**config.mk**
```make
export PLATFORM = sky130hd
export DESIGN_NAME = cmpr_ctrl
export DESIGN_NICKNAME = d
export VERILOG_FILES = /design/src/hw/cmpr_pkg.sv /design/src/hw/cmpr_edge.sv /design/src/hw/cmpr_ctrl.sv
export SDC_FILE = /design/constraint.sdc
export NUM_CORES = 1
export LEC_CHECK = 0
export BUFFER_PORTS_ARGS = -buffer_cell sky130_fd_sc_hd__buf_2
export CAP_MARGIN = 20
export CORE_MARGIN = 2
export CORE_UTILIZATION = 40
export DETAILED_ROUTE_END_ITERATION = 8
export PLACE_DENSITY = 0.61
export SLEW_MARGIN = 20
export SYNTH_ARGS = -nofsm -noshare
export SYNTH_HDL_FRONTEND = slang
export SYNTH_SLANG_ARGS = --single-unit
```
**constraint.sdc**
```tcl
create_clock -name mclk_in -period 3.2 [get_ports mclk_in]
set_clock_uncertainty 0.05 [all_clocks]
set_input_delay 0.16 -clock mclk_in [delete_from_list [all_inputs] [get_ports mclk_in]]
set_output_delay 0.16 -clock mclk_in [all_outputs]
set_load 0.005 [all_outputs]
```
**src/hw/cmpr_pkg.sv**
```systemverilog
// constants, field layout and types for comparator and reference control
//
// What this block does
// - Enable bit 15 switches a comparator; other control fields are kept.
// - Output-enable bit 14 drives the result onto the comparator pin.
// - Inversion bit 13 inverts the result before it leaves the block.
// - Inverted result also feeds the edge detector, flipping the interrupt edge.
// - Read-only bit 8 of each control word shows the live result.
// - Edge field: 11 both, 10 falling, 01 rising, 00 no events.
// - Bit 4 picks ladder reference or pin A for the positive input.
// - Negative select: 11 absolute reference, 10 pin D, 01 pin C, 00 pin B.
// - Unimplemented bits ignore writes and read as zero.
// - Stop-in-idle bit 13 disables all comparators while the device idles.
// - Status word bits 2,1,0 mirror results of comparators 3,2,1.
// - Ladder has two ranges of sixteen levels chosen by a four-bit tap.
// - Ladder control at 0x9800 resets to zero; enable bit 15 plus low fields.
// - Clear, set and invert aliases sit at +0x4, +0x8, +0xc.
// - Cleared ladder enable powers the ladder down.
// - Ladder bit 6 connects the ladder voltage to its pin.
// - Range bit: one gives span/24 from zero, zero span/32 from a quarter.
// - Source bit 4: external reference pins when one, supply rails when zero.
package cmpr_pkg;

  localparam int unsigned NUM_CMP = 3;

  // ----------------------------------------------------------------
  // addresses
  // ----------------------------------------------------------------
  localparam logic [15:0] LADDER_CTL_ADDR = 16'h9800;
  localparam logic [15:0] CMP_CTL_ADDR0   = 16'ha000;
  localparam logic [15:0] CMP_CTL_STRIDE  = 16'h0010;
  localparam logic [15:0] STATUS_ADDR     = 16'ha060;

  // alias operation from address bits 3:2
  localparam logic [1:0] OP_WRITE = 2'h0;
  localparam logic [1:0] OP_CLEAR = 2'h1;
  localparam logic [1:0] OP_SET   = 2'h2;
  localparam logic [1:0] OP_INV   = 2'h3;

  // ----------------------------------------------------------------
  // comparator control fields
  // ----------------------------------------------------------------
  localparam int unsigned ON_BIT      = 15;
  localparam int unsigned PIN_OE_BIT  = 14;
  localparam int unsigned INVERT_BIT  = 13;
  localparam int unsigned RESULT_BIT  = 8;
  localparam int unsigned EDGE_LSB    = 6;
  localparam int unsigned POS_SEL_BIT = 4;
  localparam int unsigned NEG_LSB     = 0;
  localparam logic [15:0] CMP_CTL_MASK  = 16'he0d3;
  localparam logic [15:0] CMP_CTL_RESET = 16'h00c3;

  // event edge encodings
  localparam logic [1:0] EDGE_OFF     = 2'h0;
  localparam logic [1:0] EDGE_RISING  = 2'h1;
  localparam logic [1:0] EDGE_FALLING = 2'h2;
  localparam logic [1:0] EDGE_BOTH    = 2'h3;

  // ----------------------------------------------------------------
  // status and ladder fields
  // ----------------------------------------------------------------
  localparam int unsigned STOP_IDLE_BIT = 13;
  localparam logic [15:0] STATUS_MASK   = 16'h2000;
  localparam logic        STATUS_RESET  = 1'b0;

  localparam int unsigned LADDER_EN_BIT     = 15;
  localparam int unsigned LADDER_PIN_OE_BIT = 6;
  localparam int unsigned LADDER_RANGE_BIT  = 5;
  localparam int unsigned LADDER_SRC_BIT    = 4;
  localparam int unsigned LADDER_TAP_LSB    = 0;
  localparam logic [15:0] LADDER_MASK       = 16'h807f;
  localparam logic [15:0] LADDER_RESET      = 16'h0000;

  // ----------------------------------------------------------------
  // types
  // ----------------------------------------------------------------
  typedef enum logic {BUS_IDLE, BUS_ANSWER} cmpr_bus_state_t;

  typedef struct packed {
    logic [NUM_CMP-1:0][15:0] cmp_ctl;
    logic                     stop_in_idle;
    logic [15:0]              ladder_ctl;
    cmpr_bus_state_t          bus_state;
    logic [31:0]              rdata;
  } cmpr_state_t;

  typedef struct packed {
    logic sync_first;
    logic sync_second;
    logic level;
    logic was_active;
    logic event_pulse;
  } cmpr_edge_state_t;

endpackage : cmpr_pkg

```
**src/hw/cmpr_edge.sv**
```systemverilog
// one comparator channel: synchroniser, inversion, gating and edge events
module cmpr_edge (
  input  wire logic       mclk_in,
  input  wire logic       reset_in,
  input  wire logic       ce_in,
  input  wire logic       raw_in,
  input  wire logic       active_in,
  input  wire logic       invert_in,
  input  wire logic [1:0] edge_sel_in,
  output logic            level_out,
  output logic            event_out
);
  import cmpr_pkg::*;

  cmpr_edge_state_t st_reg;
  cmpr_edge_state_t st_next;
  logic             shown;
  logic             rise;
  logic             fall;

  always_comb begin
    st_next             = st_reg;
    st_next.sync_first  = raw_in;
    st_next.sync_second = st_reg.sync_first;
    shown               = active_in & (st_reg.sync_second ^ invert_in);
    rise                = shown & ~st_reg.level;
    fall                = ~shown & st_reg.level;
    st_next.level       = shown;
    st_next.was_active  = active_in;
    // no events across an enable change
    case (edge_sel_in)
      EDGE_RISING:  st_next.event_pulse = active_in & st_reg.was_active & rise;
      EDGE_FALLING: st_next.event_pulse = active_in & st_reg.was_active & fall;
      EDGE_BOTH:    st_next.event_pulse = active_in & st_reg.was_active & (rise | fall);
      default:      st_next.event_pulse = 1'b0;
    endcase
  end

  always_ff @(posedge mclk_in) begin
    if (reset_in) begin
      st_reg <= '0;
    end else if (ce_in) begin
      st_reg <= st_next;
    end
  end

  assign level_out = st_reg.level;
  assign event_out = st_reg.event_pulse;

endmodule : cmpr_edge

```
**src/hw/cmpr_ctrl.sv**
```systemverilog
// comparator and reference ladder control with avalon register slave
//
// The Avalon-MM interface to the registers was chosen for this implementation.
module cmpr_ctrl (
  input  wire logic                                  mclk_in,
  input  wire logic                                  reset_in,
  input  wire logic                                  ce_in,
  // register bus
  input  wire logic [15:0]                           avs_address_in,
  input  wire logic                                  avs_read_in,
  input  wire logic                                  avs_write_in,
  input  wire logic [31:0]                           avs_writedata_in,
  input  wire logic [3:0]                            avs_byteenable_in,
  output logic      [31:0]                           avs_readdata_out,
  output logic                                       avs_waitrequest_out,
  // device power state
  input  wire logic                                  idle_mode_in,
  // analog comparator cores
  input  wire logic [cmpr_pkg::NUM_CMP-1:0]          cmp_raw_in,
  output logic      [cmpr_pkg::NUM_CMP-1:0]          cmp_enable_out,
  output logic      [cmpr_pkg::NUM_CMP-1:0]          positive_input_select_out,
  output logic      [cmpr_pkg::NUM_CMP-1:0][1:0]     negative_input_select_out,
  // comparator pins and events
  output logic      [cmpr_pkg::NUM_CMP-1:0]          comparator_output_pin_out,
  output logic      [cmpr_pkg::NUM_CMP-1:0]          comparator_output_pin_oe_out,
  output logic      [cmpr_pkg::NUM_CMP-1:0]          cmp_event_out,
  // reference ladder
  output logic                                       ladder_enable_out,
  output logic                                       ladder_pin_output_enable_out,
  output logic                                       ladder_range_select_out,
  output logic                                       ladder_source_select_out,
  output logic      [3:0]                            ladder_tap_value_out
);
  import cmpr_pkg::*;

  // ----------------------------------------------------------------
  // state
  // ----------------------------------------------------------------
  cmpr_state_t              st_reg;
  cmpr_state_t              st_next;
  logic [NUM_CMP-1:0]       active;
  logic [NUM_CMP-1:0]       level;
  logic                     request;
  logic [1:0]               op;
  logic [15:0]              lane_mask;
  logic [15:0]              wdata;
  logic                     hit_ladder;
  logic                     hit_status;
  logic [NUM_CMP-1:0]       hit_cmp;
  logic [31:0]              read_word;
  logic [15:0]              stat_word;

  // ----------------------------------------------------------------
  // alias write helper
  // ----------------------------------------------------------------
  function automatic logic [15:0] apply_write(
    input logic [15:0] old_val,
    input logic [15:0] wd,
    input logic [1:0]  kind,
    input logic [15:0] mask
  );
    logic [15:0] val;
    val = old_val;
    case (kind)
      OP_CLEAR: val = old_val & ~wd;
      OP_SET:   val = old_val | wd;
      OP_INV:   val = old_val ^ wd;
      default:  val = (old_val & ~lane_mask) | wd;
    endcase
    // only implemented bits can change
    apply_write = (old_val & ~mask) | (val & mask);
  endfunction : apply_write

  // ----------------------------------------------------------------
  // comparator channels
  // ----------------------------------------------------------------
  genvar gi;
  generate
    for (gi = 0; gi < NUM_CMP; gi++) begin : g_cmp
      assign active[gi] = st_reg.cmp_ctl[gi][ON_BIT]
                        & ~(st_reg.stop_in_idle & idle_mode_in);
      cmpr_edge u_edge (
        .mclk_in     (mclk_in),
        .reset_in    (reset_in),
        .ce_in       (ce_in),
        .raw_in      (cmp_raw_in[gi]),
        .active_in   (active[gi]),
        .invert_in   (st_reg.cmp_ctl[gi][INVERT_BIT]),
        .edge_sel_in (st_reg.cmp_ctl[gi][EDGE_LSB+1:EDGE_LSB]),
        .level_out   (level[gi]),
        .event_out   (cmp_event_out[gi])
      );
      assign hit_cmp[gi] = avs_address_in[15:4]
                         == 12'(({4'h0, CMP_CTL_ADDR0[15:4]} + 16'(gi)) & 16'h0fff);
      assign positive_input_select_out[gi] = st_reg.cmp_ctl[gi][POS_SEL_BIT];
      assign negative_input_select_out[gi] = st_reg.cmp_ctl[gi][NEG_LSB+1:NEG_LSB];
      assign comparator_output_pin_out[gi] = level[gi];
      assign comparator_output_pin_oe_out[gi] = st_reg.cmp_ctl[gi][PIN_OE_BIT]
                                              & active[gi];
    end
  endgenerate

  assign cmp_enable_out = active;

  // ----------------------------------------------------------------
  // address decode
  // ----------------------------------------------------------------
  assign request    = avs_read_in | avs_write_in;
  assign op         = avs_address_in[3:2];
  assign hit_ladder = avs_address_in[15:4] == LADDER_CTL_ADDR[15:4];
  assign hit_status = avs_address_in[15:4] == STATUS_ADDR[15:4];
  assign lane_mask  = {{8{avs_byteenable_in[1]}}, {8{avs_byteenable_in[0]}}};
  assign wdata      = avs_writedata_in[15:0] & lane_mask;

  // read value of the base word; aliases and unmapped read zero
  always_comb begin
    read_word = '0;
    if (op == OP_WRITE && avs_address_in[1:0] == 2'h0) begin
      if (hit_ladder) begin
        read_word[15:0] = st_reg.ladder_ctl & LADDER_MASK;
      end else if (hit_status) begin
        read_word[STOP_IDLE_BIT] = st_reg.stop_in_idle;
        read_word[NUM_CMP-1:0]   = level;
      end else begin
        for (int i = 0; i < NUM_CMP; i++) begin
          if (hit_cmp[i]) begin
            read_word[15:0]       = st_reg.cmp_ctl[i] & CMP_CTL_MASK;
            read_word[RESULT_BIT] = level[i];
          end
        end
      end
    end
  end

  // ----------------------------------------------------------------
  // next state and bus sequencing
  // ----------------------------------------------------------------
  always_comb begin
    st_next   = st_reg;
    stat_word = apply_write({2'h0, st_reg.stop_in_idle, 13'h0000}, wdata, op, STATUS_MASK);
    case (st_reg.bus_state)
      BUS_IDLE: begin
        if (request) begin
          st_next.rdata     = avs_read_in ? read_word : 32'h0000_0000;
          st_next.bus_state = BUS_ANSWER;
        end
      end
      BUS_ANSWER: begin
        st_next.bus_state = BUS_IDLE;
        if (avs_write_in && avs_address_in[1:0] == 2'h0) begin
          if (hit_ladder) begin
            st_next.ladder_ctl = apply_write(st_reg.ladder_ctl, wdata, op, LADDER_MASK);
          end else if (hit_status) begin
            st_next.stop_in_idle = stat_word[STOP_IDLE_BIT];
          end else begin
            for (int i = 0; i < NUM_CMP; i++) begin
              if (hit_cmp[i]) begin
                st_next.cmp_ctl[i] = apply_write(st_reg.cmp_ctl[i], wdata, op,
                                                 CMP_CTL_MASK);
              end
            end
          end
        end
      end
      default: begin
        st_next.bus_state = BUS_IDLE;
      end
    endcase
  end

  always_ff @(posedge mclk_in) begin
    if (reset_in) begin
      st_reg.cmp_ctl      <= {NUM_CMP{CMP_CTL_RESET}};
      st_reg.stop_in_idle <= STATUS_RESET;
      st_reg.ladder_ctl   <= LADDER_RESET;
      st_reg.bus_state    <= BUS_IDLE;
      st_reg.rdata        <= '0;
    end else if (ce_in) begin
      st_reg <= st_next;
    end
  end

  // wait one cycle, then answer; a frozen clock enable keeps it waiting
  assign avs_waitrequest_out = request & ((st_reg.bus_state != BUS_ANSWER) | ~ce_in);
  assign avs_readdata_out    = st_reg.rdata;

  // ----------------------------------------------------------------
  // reference ladder
  // ----------------------------------------------------------------
  assign ladder_enable_out            = st_reg.ladder_ctl[LADDER_EN_BIT];
  assign ladder_pin_output_enable_out = st_reg.ladder_ctl[LADDER_PIN_OE_BIT]
                                      & st_reg.ladder_ctl[LADDER_EN_BIT];
  assign ladder_range_select_out      = st_reg.ladder_ctl[LADDER_RANGE_BIT];
  assign ladder_source_select_out     = st_reg.ladder_ctl[LADDER_SRC_BIT];
  assign ladder_tap_value_out         = st_reg.ladder_ctl[LADDER_TAP_LSB+3:LADDER_TAP_LSB];

endmodule : cmpr_ctrl

```
# Yosys cells after proc, flatten, opt, wreduce, memory -nomap -nowiden
# Cells that the tools add are included.
# totals
ff_bits,113
elab_cells,168
# classes
bitwise,81
eq_ne,17
mux,38
reduce_logical,10
# ops
op,n
two-way mux 16 bit,24
one-hot mux 16 bit (3 select lines),4
bitwise AND 16 bit,9
OR 16 bit,8
XOR 16 bit,4
"equality test 12 bit, second input constant",5
OR 13 x 16 -> 16 bit,3
one-hot mux 14 bit (3 select lines),1
two-way mux 33 bit,1
inverter 16 bit,2
bitwise AND 1 bit,30
bitwise AND 14 bit,2
OR 14 bit,2
AND reduction 6 bit,3
"equality test 2 bit, second input constant",8
OR 15 x 16 -> 16 bit,1
XOR 14 bit,1
inverter 1 bit,11
two-way mux 10 bit,1
one-hot mux 1 bit (3 select lines),3
"equality test 2 x 1 -> 1 bit, second input constant",4
OR 1 bit,5
AND reduction 5 bit,1
zero test 2 bit,2
other kinds (8),11

# Depth between registers and ports, before layout
# Gate-level depths: netlist of run 1.
# logic_depth
word_depth,10
mapped_depth,8

# Modules after synthesis
# From an unflattened synthesis of run 1, not the netlist that was laid out.
# unflattened
cells_unflattened,558
hier_area_um2,4481.8
# modules_own_cells
mod,instances,area_each_um2,cells_per_inst,seq_area_each_um2
cmpr_ctrl,1,3734.8,474,920.9
cmpr_edge,3,249.0,28,100.1

# Worst setup path before layout of run 1
# Ideal clock, no wire load.
# synth_timing
kind,input port to flip-flop
startpoint,input avs_byteenable_in[0]
endpoint,register st_reg (netlist bit positive_input_select_out[0])
setup_slack_ns,1.403
path_stages,8
n_path_buf,2
arrival_ns,1.676
path_cell_list,buf_2 > buf_1 > nand2_1 > ha_1 > nand2_1 > o21ai_0 > a2111o_1 > a21oi_1
# synth_via
elab_chain_len,10
elab_cells_between_ends,15
# synth_lines
item,line_no,rtl
from (decl),cmpr_ctrl.sv:13,"input wire logic [3:0] avs_byteenable_in,"
inverter 16 bit or bitwise AND 16 bit (tied branches),"cmpr_ctrl.sv:68, cmpr_ctrl.sv:113",
bitwise AND 16 bit or inverter 16 bit (tied branches),"cmpr_ctrl.sv:68, cmpr_ctrl.sv:65",
OR 16 bit or bitwise AND 16 bit (tied branches),"cmpr_ctrl.sv:68, cmpr_ctrl.sv:65",
one-hot mux 16 bit (3 select lines) *,cmpr_ctrl.sv:64,case (kind)
two-way mux 16 bit *,cmpr_ctrl.sv:157,if (hit_cmp[i]) begin
two-way mux 16 bit *,cmpr_ctrl.sv:153,end else if (hit_status) begin
two-way mux 16 bit *,cmpr_ctrl.sv:151,if (hit_ladder) begin
two-way mux 16 bit *,cmpr_ctrl.sv:150,if (avs_write_in && avs_address_in[1:0] == 2'h0) begin
two-way mux 16 bit *,cmpr_ctrl.sv:141,case (st_reg.bus_state)
OR 13 x 16 -> 16 bit *,cmpr_ctrl.sv:71,apply_write = (old_val & ~mask) | (val & mask);
to (signal assigned),cmpr_ctrl.sv:179,st_reg <= st_next;
to (decl),cmpr_ctrl.sv:39,cmpr_state_t st_reg;
# Every way passes the cells marked *; elsewhere a longest branch is shown, timed or not. The select of a mux whose other input is x is not followed.
# A chain may end at the register's enable or synchronous reset.

# Worst setup path in the final report of run 1
# layout_timing
startpoint,input avs_address_in[3]
endpoint,register st_reg[64] (netlist name)
# layout_via
elab_chain_len,8
elab_cells_between_ends,10
# layout_lines
item,line_no,rtl
from (decl),cmpr_ctrl.sv:9,"input wire logic [15:0] avs_address_in,"
equality test 2 bit or equality test 2 x 1 -> 1 bit (tied branches),cmpr_ctrl.sv:64,
one-hot mux 16 bit (3 select lines) *,cmpr_ctrl.sv:64,
two-way mux 16 bit *,cmpr_ctrl.sv:157,
two-way mux 16 bit *,cmpr_ctrl.sv:153,
two-way mux 16 bit *,cmpr_ctrl.sv:151,
two-way mux 16 bit *,cmpr_ctrl.sv:150,
two-way mux 16 bit *,cmpr_ctrl.sv:141,
OR 13 x 16 -> 16 bit *,cmpr_ctrl.sv:71,
# Marks and branches as above.

==> results of run 1 <==
## through the flow
| step | hold slack (ps) | util [%] |
|---|---|---|
| global route | 66.44 | 44.36 |
| finish | 27.48 | 44.36 |
| detailed placement | 362.4 | 41.44 |
| floorplan | 257.2 | - |
| global placement | 347.4 | 41.44 |
| CTS | 20.85 | 44.36 |
## Yosys cell counts, types with 2 or more instances
cell and count:
sky130_fd_sc_hd__dfxtp_1 61, sky130_fd_sc_hd__buf_4 55, sky130_fd_sc_hd__nand2_1 52, sky130_fd_sc_hd__o21ai_0 42, sky130_fd_sc_hd__ha_1 39, sky130_fd_sc_hd__mux2i_1 34
sky130_fd_sc_hd__a21oi_1 30, sky130_fd_sc_hd__a221oi_1 30, sky130_fd_sc_hd__clkbuf_1 27, sky130_fd_sc_hd__inv_1 25, sky130_fd_sc_hd__nor2_1 19, sky130_fd_sc_hd__a2111o_1 18
sky130_fd_sc_hd__a2111oi_0 12, sky130_fd_sc_hd__buf_2 10, sky130_fd_sc_hd__and3_1 9, sky130_fd_sc_hd__nand4_1 7, sky130_fd_sc_hd__a32oi_1 6, sky130_fd_sc_hd__and2_1 6
sky130_fd_sc_hd__or3b_1 6, sky130_fd_sc_hd__nand3_1 5, sky130_fd_sc_hd__o211ai_1 5, sky130_fd_sc_hd__o2bb2ai_1 5, sky130_fd_sc_hd__a211o_1 4, sky130_fd_sc_hd__a21boi_0 4
sky130_fd_sc_hd__a22o_1 4, sky130_fd_sc_hd__buf_1 4, sky130_fd_sc_hd__nor2b_1 4, sky130_fd_sc_hd__a2bb2oi_1 3, sky130_fd_sc_hd__nand2b_1 3, sky130_fd_sc_hd__nand4b_1 3
sky130_fd_sc_hd__nor3_1 3, sky130_fd_sc_hd__o2111a_1 3, sky130_fd_sc_hd__o211a_1 3, sky130_fd_sc_hd__or3_1 3, sky130_fd_sc_hd__xor2_1 3, sky130_fd_sc_hd__a31oi_1 2
sky130_fd_sc_hd__and4bb_2 2, sky130_fd_sc_hd__buf_6 2, sky130_fd_sc_hd__nor4_2 2, sky130_fd_sc_hd__o21a_1 2, sky130_fd_sc_hd__or2_2 2
## power by group
| group | switching (uW) | internal, uW |
|---|---|---|
| clock network | 352 | 797 |
| registers | 2.93 | 764 |
| logic | 151 | 77.9 |
| total | 506 | 1640 |
## critical path, stage by stage
cell	delay, ps
sky130_fd_sc_hd__buf_2	430
sky130_fd_sc_hd__buf_4	420
sky130_fd_sc_hd__nand2b_1	450
sky130_fd_sc_hd__a221oi_1	170
sky130_fd_sc_hd__a2111o_1	420
sky130_fd_sc_hd__a21oi_1	140
## logic make-up (layout without fill, tap and decap cells)
logic type | Yosys count | in the layout | share of synthesized area [%]
AO/OA/AOI/OAI | 175 | 175 | 26.90
XOR/XNOR | 3 | 3 | 0.5444
adder cells (fa/ha/maj) | 39 | 39 | 10.11
buffers and inverters | 123 | 127 | 14.41
flip-flops | 61 | 61 | 25.30
multiplexers | 34 | 34 | 7.050
other | 1 | 20 | 0.07769
AND/OR/NAND/NOR | 135 | 135 | 15.60
## path summary, 6_finish.rpt
path         slack, ps                                       to  cells after the start
max               1180                  st_reg[64]$_SDFFE_PP0P_                      6
min                 30  g_cmp[2].u_edge.st_next[3]$_SDFFE_PP0P_                      3
max reg2reg       1240                  st_reg[79]$_SDFFE_PP0P_                      5
min reg2reg        410        avs_readdata_out[15]$_SDFFE_PP0P_                      2
## metal layers
layer / vias up / part of all wire (%) / track usage, %
met1: 2065 / 45 / 28.76
met4: 0 / 0.96 / 5.528
met5: - / 0 / 0
li1: 2119 / - / -
met2: 155 / 48 / 35.25
met3: 8 / 5.6 / 2.922
## area by class of cell
type / instances / area, sq um / share of cell area [%]
clock inverter: 4 / 95.09 / 1.800
inverter: 25 / 93.84 / 1.776
tap: 147 / 183.9 / 3.481
timing repair buffer: 87 / 455.4 / 8.619
clock buffer: 11 / 252.7 / 4.783
multi-input combinational: 406 / 2982 / 56.43
sequential: 61 / 1221 / 23.11
## cells in the final DEF, fill, tap and decap left out, types with 7 or more instances in the layout
| master | n |
|---|---|
| sky130_fd_sc_hd__buf_2 | 79 |
| sky130_fd_sc_hd__nand2_1 | 52 |
| sky130_fd_sc_hd__inv_1 | 25 |
| sky130_fd_sc_hd__nor2_1 | 19 |
| sky130_fd_sc_hd__a2111oi_0 | 12 |
| sky130_fd_sc_hd__nand4_1 | 7 |
| sky130_fd_sc_hd__mux2i_1 | 34 |
| sky130_fd_sc_hd__a221oi_1 | 30 |
| sky130_fd_sc_hd__o21ai_0 | 42 |
| sky130_fd_sc_hd__ha_1 | 39 |
| sky130_fd_sc_hd__conb_1 | 20 |
| sky130_fd_sc_hd__a2111o_1 | 18 |
| sky130_fd_sc_hd__a21oi_1 | 30 |
| sky130_fd_sc_hd__clkbuf_16 | 9 |
| sky130_fd_sc_hd__and3_1 | 9 |
| sky130_fd_sc_hd__dfxtp_1 | 61 |
| sky130_fd_sc_hd__buf_4 | 8 |
==> impl_metrics.yaml, run 1 <==
worst_hold_path:
  holdCritPathClass: "in -> reg"
  hold_path_startpoint: "cmp_raw_in[2]"
timing:
  worst_slew_pin_slew_ps: 677.1
  final-hold-violation-count: 0
  fmax_mhz: 496.2
  finalWorstPathRequiredPeriod_ps: 2015
  final_cycle_share_pct: 62.98
  finalSetupTns_ps: 0
  min_setup_slack_post_route_ps: 1185
  rsz0062_at_grt: "no"
  slew_headroom_pct: 54.86
  setup-violations-final: 0
  final-max-slew-violation-count: 0
floorplan:
  core_region_area_sq_um: 11910
  horizontal_die_dimension_um: 113.9
  rows: 40
  fp.dieArea_sq_um: 12960
  dieHeight_um: 113.9
  io_count: 123
  start_util_pct: 40.53
clock_tree:
  post_cts_resize_count: 0
  cts-buffers-inserted: 9
  cts.hold.buffers_added: 0
  cts.repair_timing.setup_buffer_count: 0
  clkSlewWorstSetupHoldPaths_ps: 50
  tritoncts_num_sinks: 61
  h-tree-depth: 3
  worst_skew_pair.late_latency_ps: 320
  tritoncts: "done"
  clk_root_buf: "sky130_fd_sc_hd__clkbuf_16"
  max-clock-path-buffers: 2
logic_synthesis:
  postSynthCellCount: 571
  synth_seq_area_share_pct: 25.30
  post_synth_edffs: 0
  syn_area_sq_um: 4827
  avgSynthCellArea_sq_um: 8.454
  ys.flop_type: "sky130_fd_sc_hd__dfxtp_1"
  synthArstFlopShare_pct: 0
  post-synth-top-area-cell: "sky130_fd_sc_hd__dfxtp_1"
  synth_cell_type_count: 53
  dominant_cells_by_area_after_synthesis: "sky130_fd_sc_hd__dfxtp_1 25%, sky130_fd_sc_hd__ha_1 10%, sky130_fd_sc_hd__buf_4 8.6%, sky130_fd_sc_hd__mux2i_1 7.1%, sky130_fd_sc_hd__a221oi_1 5.4%"
  synth.yosys.warnings: 0
  flip_flop_and_latch_count_after_synthesis: 61
  synth_top_area_share_pct: 25.30
setup_path:
  crit_path_start: "avs_address_in[3]"
  timing.rr.start: "st_reg[32]$_SDFFE_PP0P_"
  worstSetupPathType: "in -> reg"
  path_max_fanout: 27
  end_kind: "register"
  start_kind: "input port"
  worst-endpoint-arrival_ps: 2220
  worst_ep_required_time_ps: 3410
cells_and_area:
  stdcell_area_sq_um: 5284
  area_growth_pct: 9.461
  final_layout_size_suffix_gt1_share_pct: 18.52
  inserted_diodes: 0
  fillCellCount: 1211
  largest_register_ffs: 18
  finish.cell_count_without_fillers: 741
  num-nets-final: 690
placement:
  finalWeightedCongestion: 0.8523
  place.detailed.instances: 726
  dpl_cell_area_sq_um: 4936
  numPortBuffers: 79
  pre_cts_ws_ps: 873.6
  hpwl_um: 9720
routing:
  drtAntennaViolNets: 0
  drcViolationCount: 0
  routed_wl_um: 13450
  detailroute.via_count: 4347
  routed_wire_length_per_instance_um: 18.15
  drt_iter0_drc: 311
  avgViaCountPerCell: 5.866
  drtPass1Iterations: 5
power_and_ir_drop:
  total_leakage_power_uw: 0.002276
  power-per-cell-area_nw_per_um2: 406.1
  worst_ir_drop_vdd_mv: 0.3254
  total_power_uw: 2146
global_route:
  grt_use_total_pct: 21.12
  global_route.overflow_total: 0
  grt_start_max_net_pins: 59
  antenna_found_initial: 0
  grt_first_pass_wirelength_um: 21690
  first_global_vias: 3973
job:
  maxCapViolCount: 0
status:
  run_status: "finished clean"
(Power assumes the default switching activity.)
==> run 2, diff against run 1 <==
- clock period: 3.2 -> 1.9 ns (I/O delays scaled with it)
==> run 2 against run 1 <==
  * Sequential power rose by 68%
  * Flip-flop and latch count is the same
  * Clock-buffer cell count unchanged
  * Clock power rose by 45%
  * Final area rose by 3.0%
  * Critical path depth fell by 1
  * Sequential share of layout area shrank 0.67 points
  * Total power grew 58%
  * Largest cell class unchanged
==> impl_metrics.yaml, run 2 (same netlist as run 1, synthesis figures left out) <==
status:
  run_status: "finished clean"
setup_path:
  cp.buffers_inverters: 1
  path_max_fanout: 12
  crit_path_top_delay_cell: "sky130_fd_sc_hd__dfxtp_1"
  critical_path.cell_chain: "and3_2 -> nand4_4 -> buf_4 -> o21ai_0 -> or3b_1"
  worst_ep_required_time_ps: 2070
  worstSetupPathType: "reg -> reg"
  timing.critical_path.slowest_cell_delay_ps: 370
  cp_top_family: "simple AND/OR/NAND/NOR gates"
  start_kind: "register"
  end_kind: "register"
  worst-endpoint-arrival_ps: 1920
  cp.depth: 5
  rr_worst_depth: 5
global_route:
  grt_util_met3_pct: 4.145
  antenna_found_initial: 0
  grt_use_total_pct: 21.57
  grt_start_max_net_pins: 67
  global_route.usage.met1_pct: 28.38
  global_route.overflow_total: 0
  first_global_vias: 4130
  grt_first_pass_wirelength_um: 22060
  top_usage_layer: "met2"
  gr-usage-met2_pct: 35.61
floorplan:
  core_region_area_sq_um: 11910
  dieHeight_um: 113.9
  io_count: 123
  start_util_pct: 40.53
  horizontal_die_dimension_um: 113.9
  rows: 40
  fp.dieArea_sq_um: 12960
cells_and_area:
  inserted_diodes: 0
  largest_register_ffs: 18
  ff_latch_area_sq_um: 1221
  final_common_cell: "sky130_fd_sc_hd__buf_2"
  final_layout_size_suffix_gt1_share_pct: 21.10
  post-route-util_pct: 45.68
  area_growth_pct: 12.73
  num-nets-final: 712
  fillCellCount: 1172
  most-common-layout-cells: "79 x sky130_fd_sc_hd__buf_2, 61 x sky130_fd_sc_hd__dfxtp_1, 52 x sky130_fd_sc_hd__nand2_1"
  multi_input_gate_area_in_the_final_layout_sq_um: 2985
routing:
  routed_wire_length_per_instance_um: 18.10
  detailroute.via_count: 4489
  routed_wl_um: 13810
  drtPass1Iterations: 5
  drcViolationCount: 0
  drt_iter0_drc: 347
  avgViaCountPerCell: 5.883
  drtAntennaViolNets: 0
placement:
  finalWeightedCongestion: 0.8497
  pre_cts_ws_ps: 52.05
  hpwl_um: 10120
  numPortBuffers: 79
timing:
  rsz0062_at_grt: "no"
  min_setup_slack_post_route_ps: 141.9
  setup-violations-final: 0
  worst_slew_pin_slew_ps: 528.2
  fmax_mhz: 568.8
  finalWorstPathRequiredPeriod_ps: 1758
  finalSetupTns_ps: 0
  final-max-slew-violation-count: 0
  final_cycle_share_pct: 92.53
  final-hold-violation-count: 0
  slew_headroom_pct: 64.29
power_and_ir_drop:
  net-switching-power_uw: 864.4
  power-per-cell-area_nw_per_um2: 621.1
  worst_ir_drop_vdd_mv: 0.3379
  sequentialPowerShare_pct: 38.3
  total_leakage_power_uw: 0.002367
  pwr-share-comb_pct: 12.4
  internal_power_uw: 2515
  sw_frac_of_total_pct: 25.58
  total_power_uw: 3380
  clkPwrFrac_pct: 49.4
clock_tree:
  clk_root_buf: "sky130_fd_sc_hd__clkbuf_16"
  h-tree-depth: 3
  clkSlewWorstSetupHoldPaths_ps: 60
  worst_skew_pair.late_latency_ps: 340
  max-clock-path-buffers: 2
  cts-buffers-inserted: 9
  tritoncts: "done"
  cts.repair_timing.setup_buffer_count: 0
  tritoncts_num_sinks: 61
job:
  maxCapViolCount: 0
worst_hold_path:
  timing.hold.worst_path_depth: 2
  holdCritPathClass: "in -> reg"
-- run 2: cell count changes in the layout (fill, tap and decap cells not counted), sizes merged --
cell / change
buf: +19
bufinv: -2
clkinv: +1
clkinvlp: +1
dlygate4sd3: +3
-- run 2: worst register-to-register path, stage by stage, from the launching register on --
cell                      delay [ps]
sky130_fd_sc_hd__dfxtp_1         370
sky130_fd_sc_hd__and3_2          260
sky130_fd_sc_hd__nand4_4         200
sky130_fd_sc_hd__buf_4           250
sky130_fd_sc_hd__o21ai_0         150
sky130_fd_sc_hd__or3b_1          360
-- run 2: area by class of cell --
type                    instances  area share, %
inverters                      25          1.725
clock buffers                  11          4.645
clock inverters                 4         0.8738
flip-flops and latches         61          22.44
multi-input cells             406          54.86
repair buffers                109          12.07
well taps                     147          3.380
-- run 2: stage by stage --
stage	instances	instance area (sq um)	hold slack, ps
3_3_place_gp	745	5104	282.4
5_1_grt	763	5441	111.8
2_1_floorplan	590	4898	192.2
6_report	763	5441	121.6
3_5_place_dp	745	5104	287.7
4_1_cts	763	5434	101.6
-- run 2: routing by layer --
layer | up-vias | share of wire [%] | routed length, um
met1 | 2154 | 46 | 6352
met2 | 154 | 47 | 6529
met4 | 0 | 1.1 | 148
met5 | - | 0 | 0
li1 | 2169 | - | -
met3 | 12 | 5.6 | 777
-- run 2: path summary, 6_finish.rpt --
check	from	endpoint	slack [ps]
worst max-delay path	st_reg[32]$_SDFFE_PP0P_	negative_input_select_out[3]$_SDFFE_PP1P_	140
worst max register to register	st_reg[32]$_SDFFE_PP0P_	negative_input_select_out[3]$_SDFFE_PP1P_	140
worst min register to register	avs_readdata_out[13]$_SDFFE_PP0P_	avs_readdata_out[13]$_SDFFE_PP0P_	400
worst min-delay path	reset_in	ladder_tap_value_out[3]$_SDFFE_PP0P_	120
-- run 2: timing repair --
action	4_1_cts	5_1_grt
gates resized for setup	0	4
hold endpoints to repair	3	0
hold buffers	3	0
setup endpoints to repair	0	3
-- run 2: power groups by stage --
stage	sequential (uW)	clock, uW	combinational [uW]
floorplan	1320	0	279
global placement	1320	0	394
detailed placement	1320	0	408
CTS	1290	1700	413
global route	1290	1750	459
finish	1290	1670	418
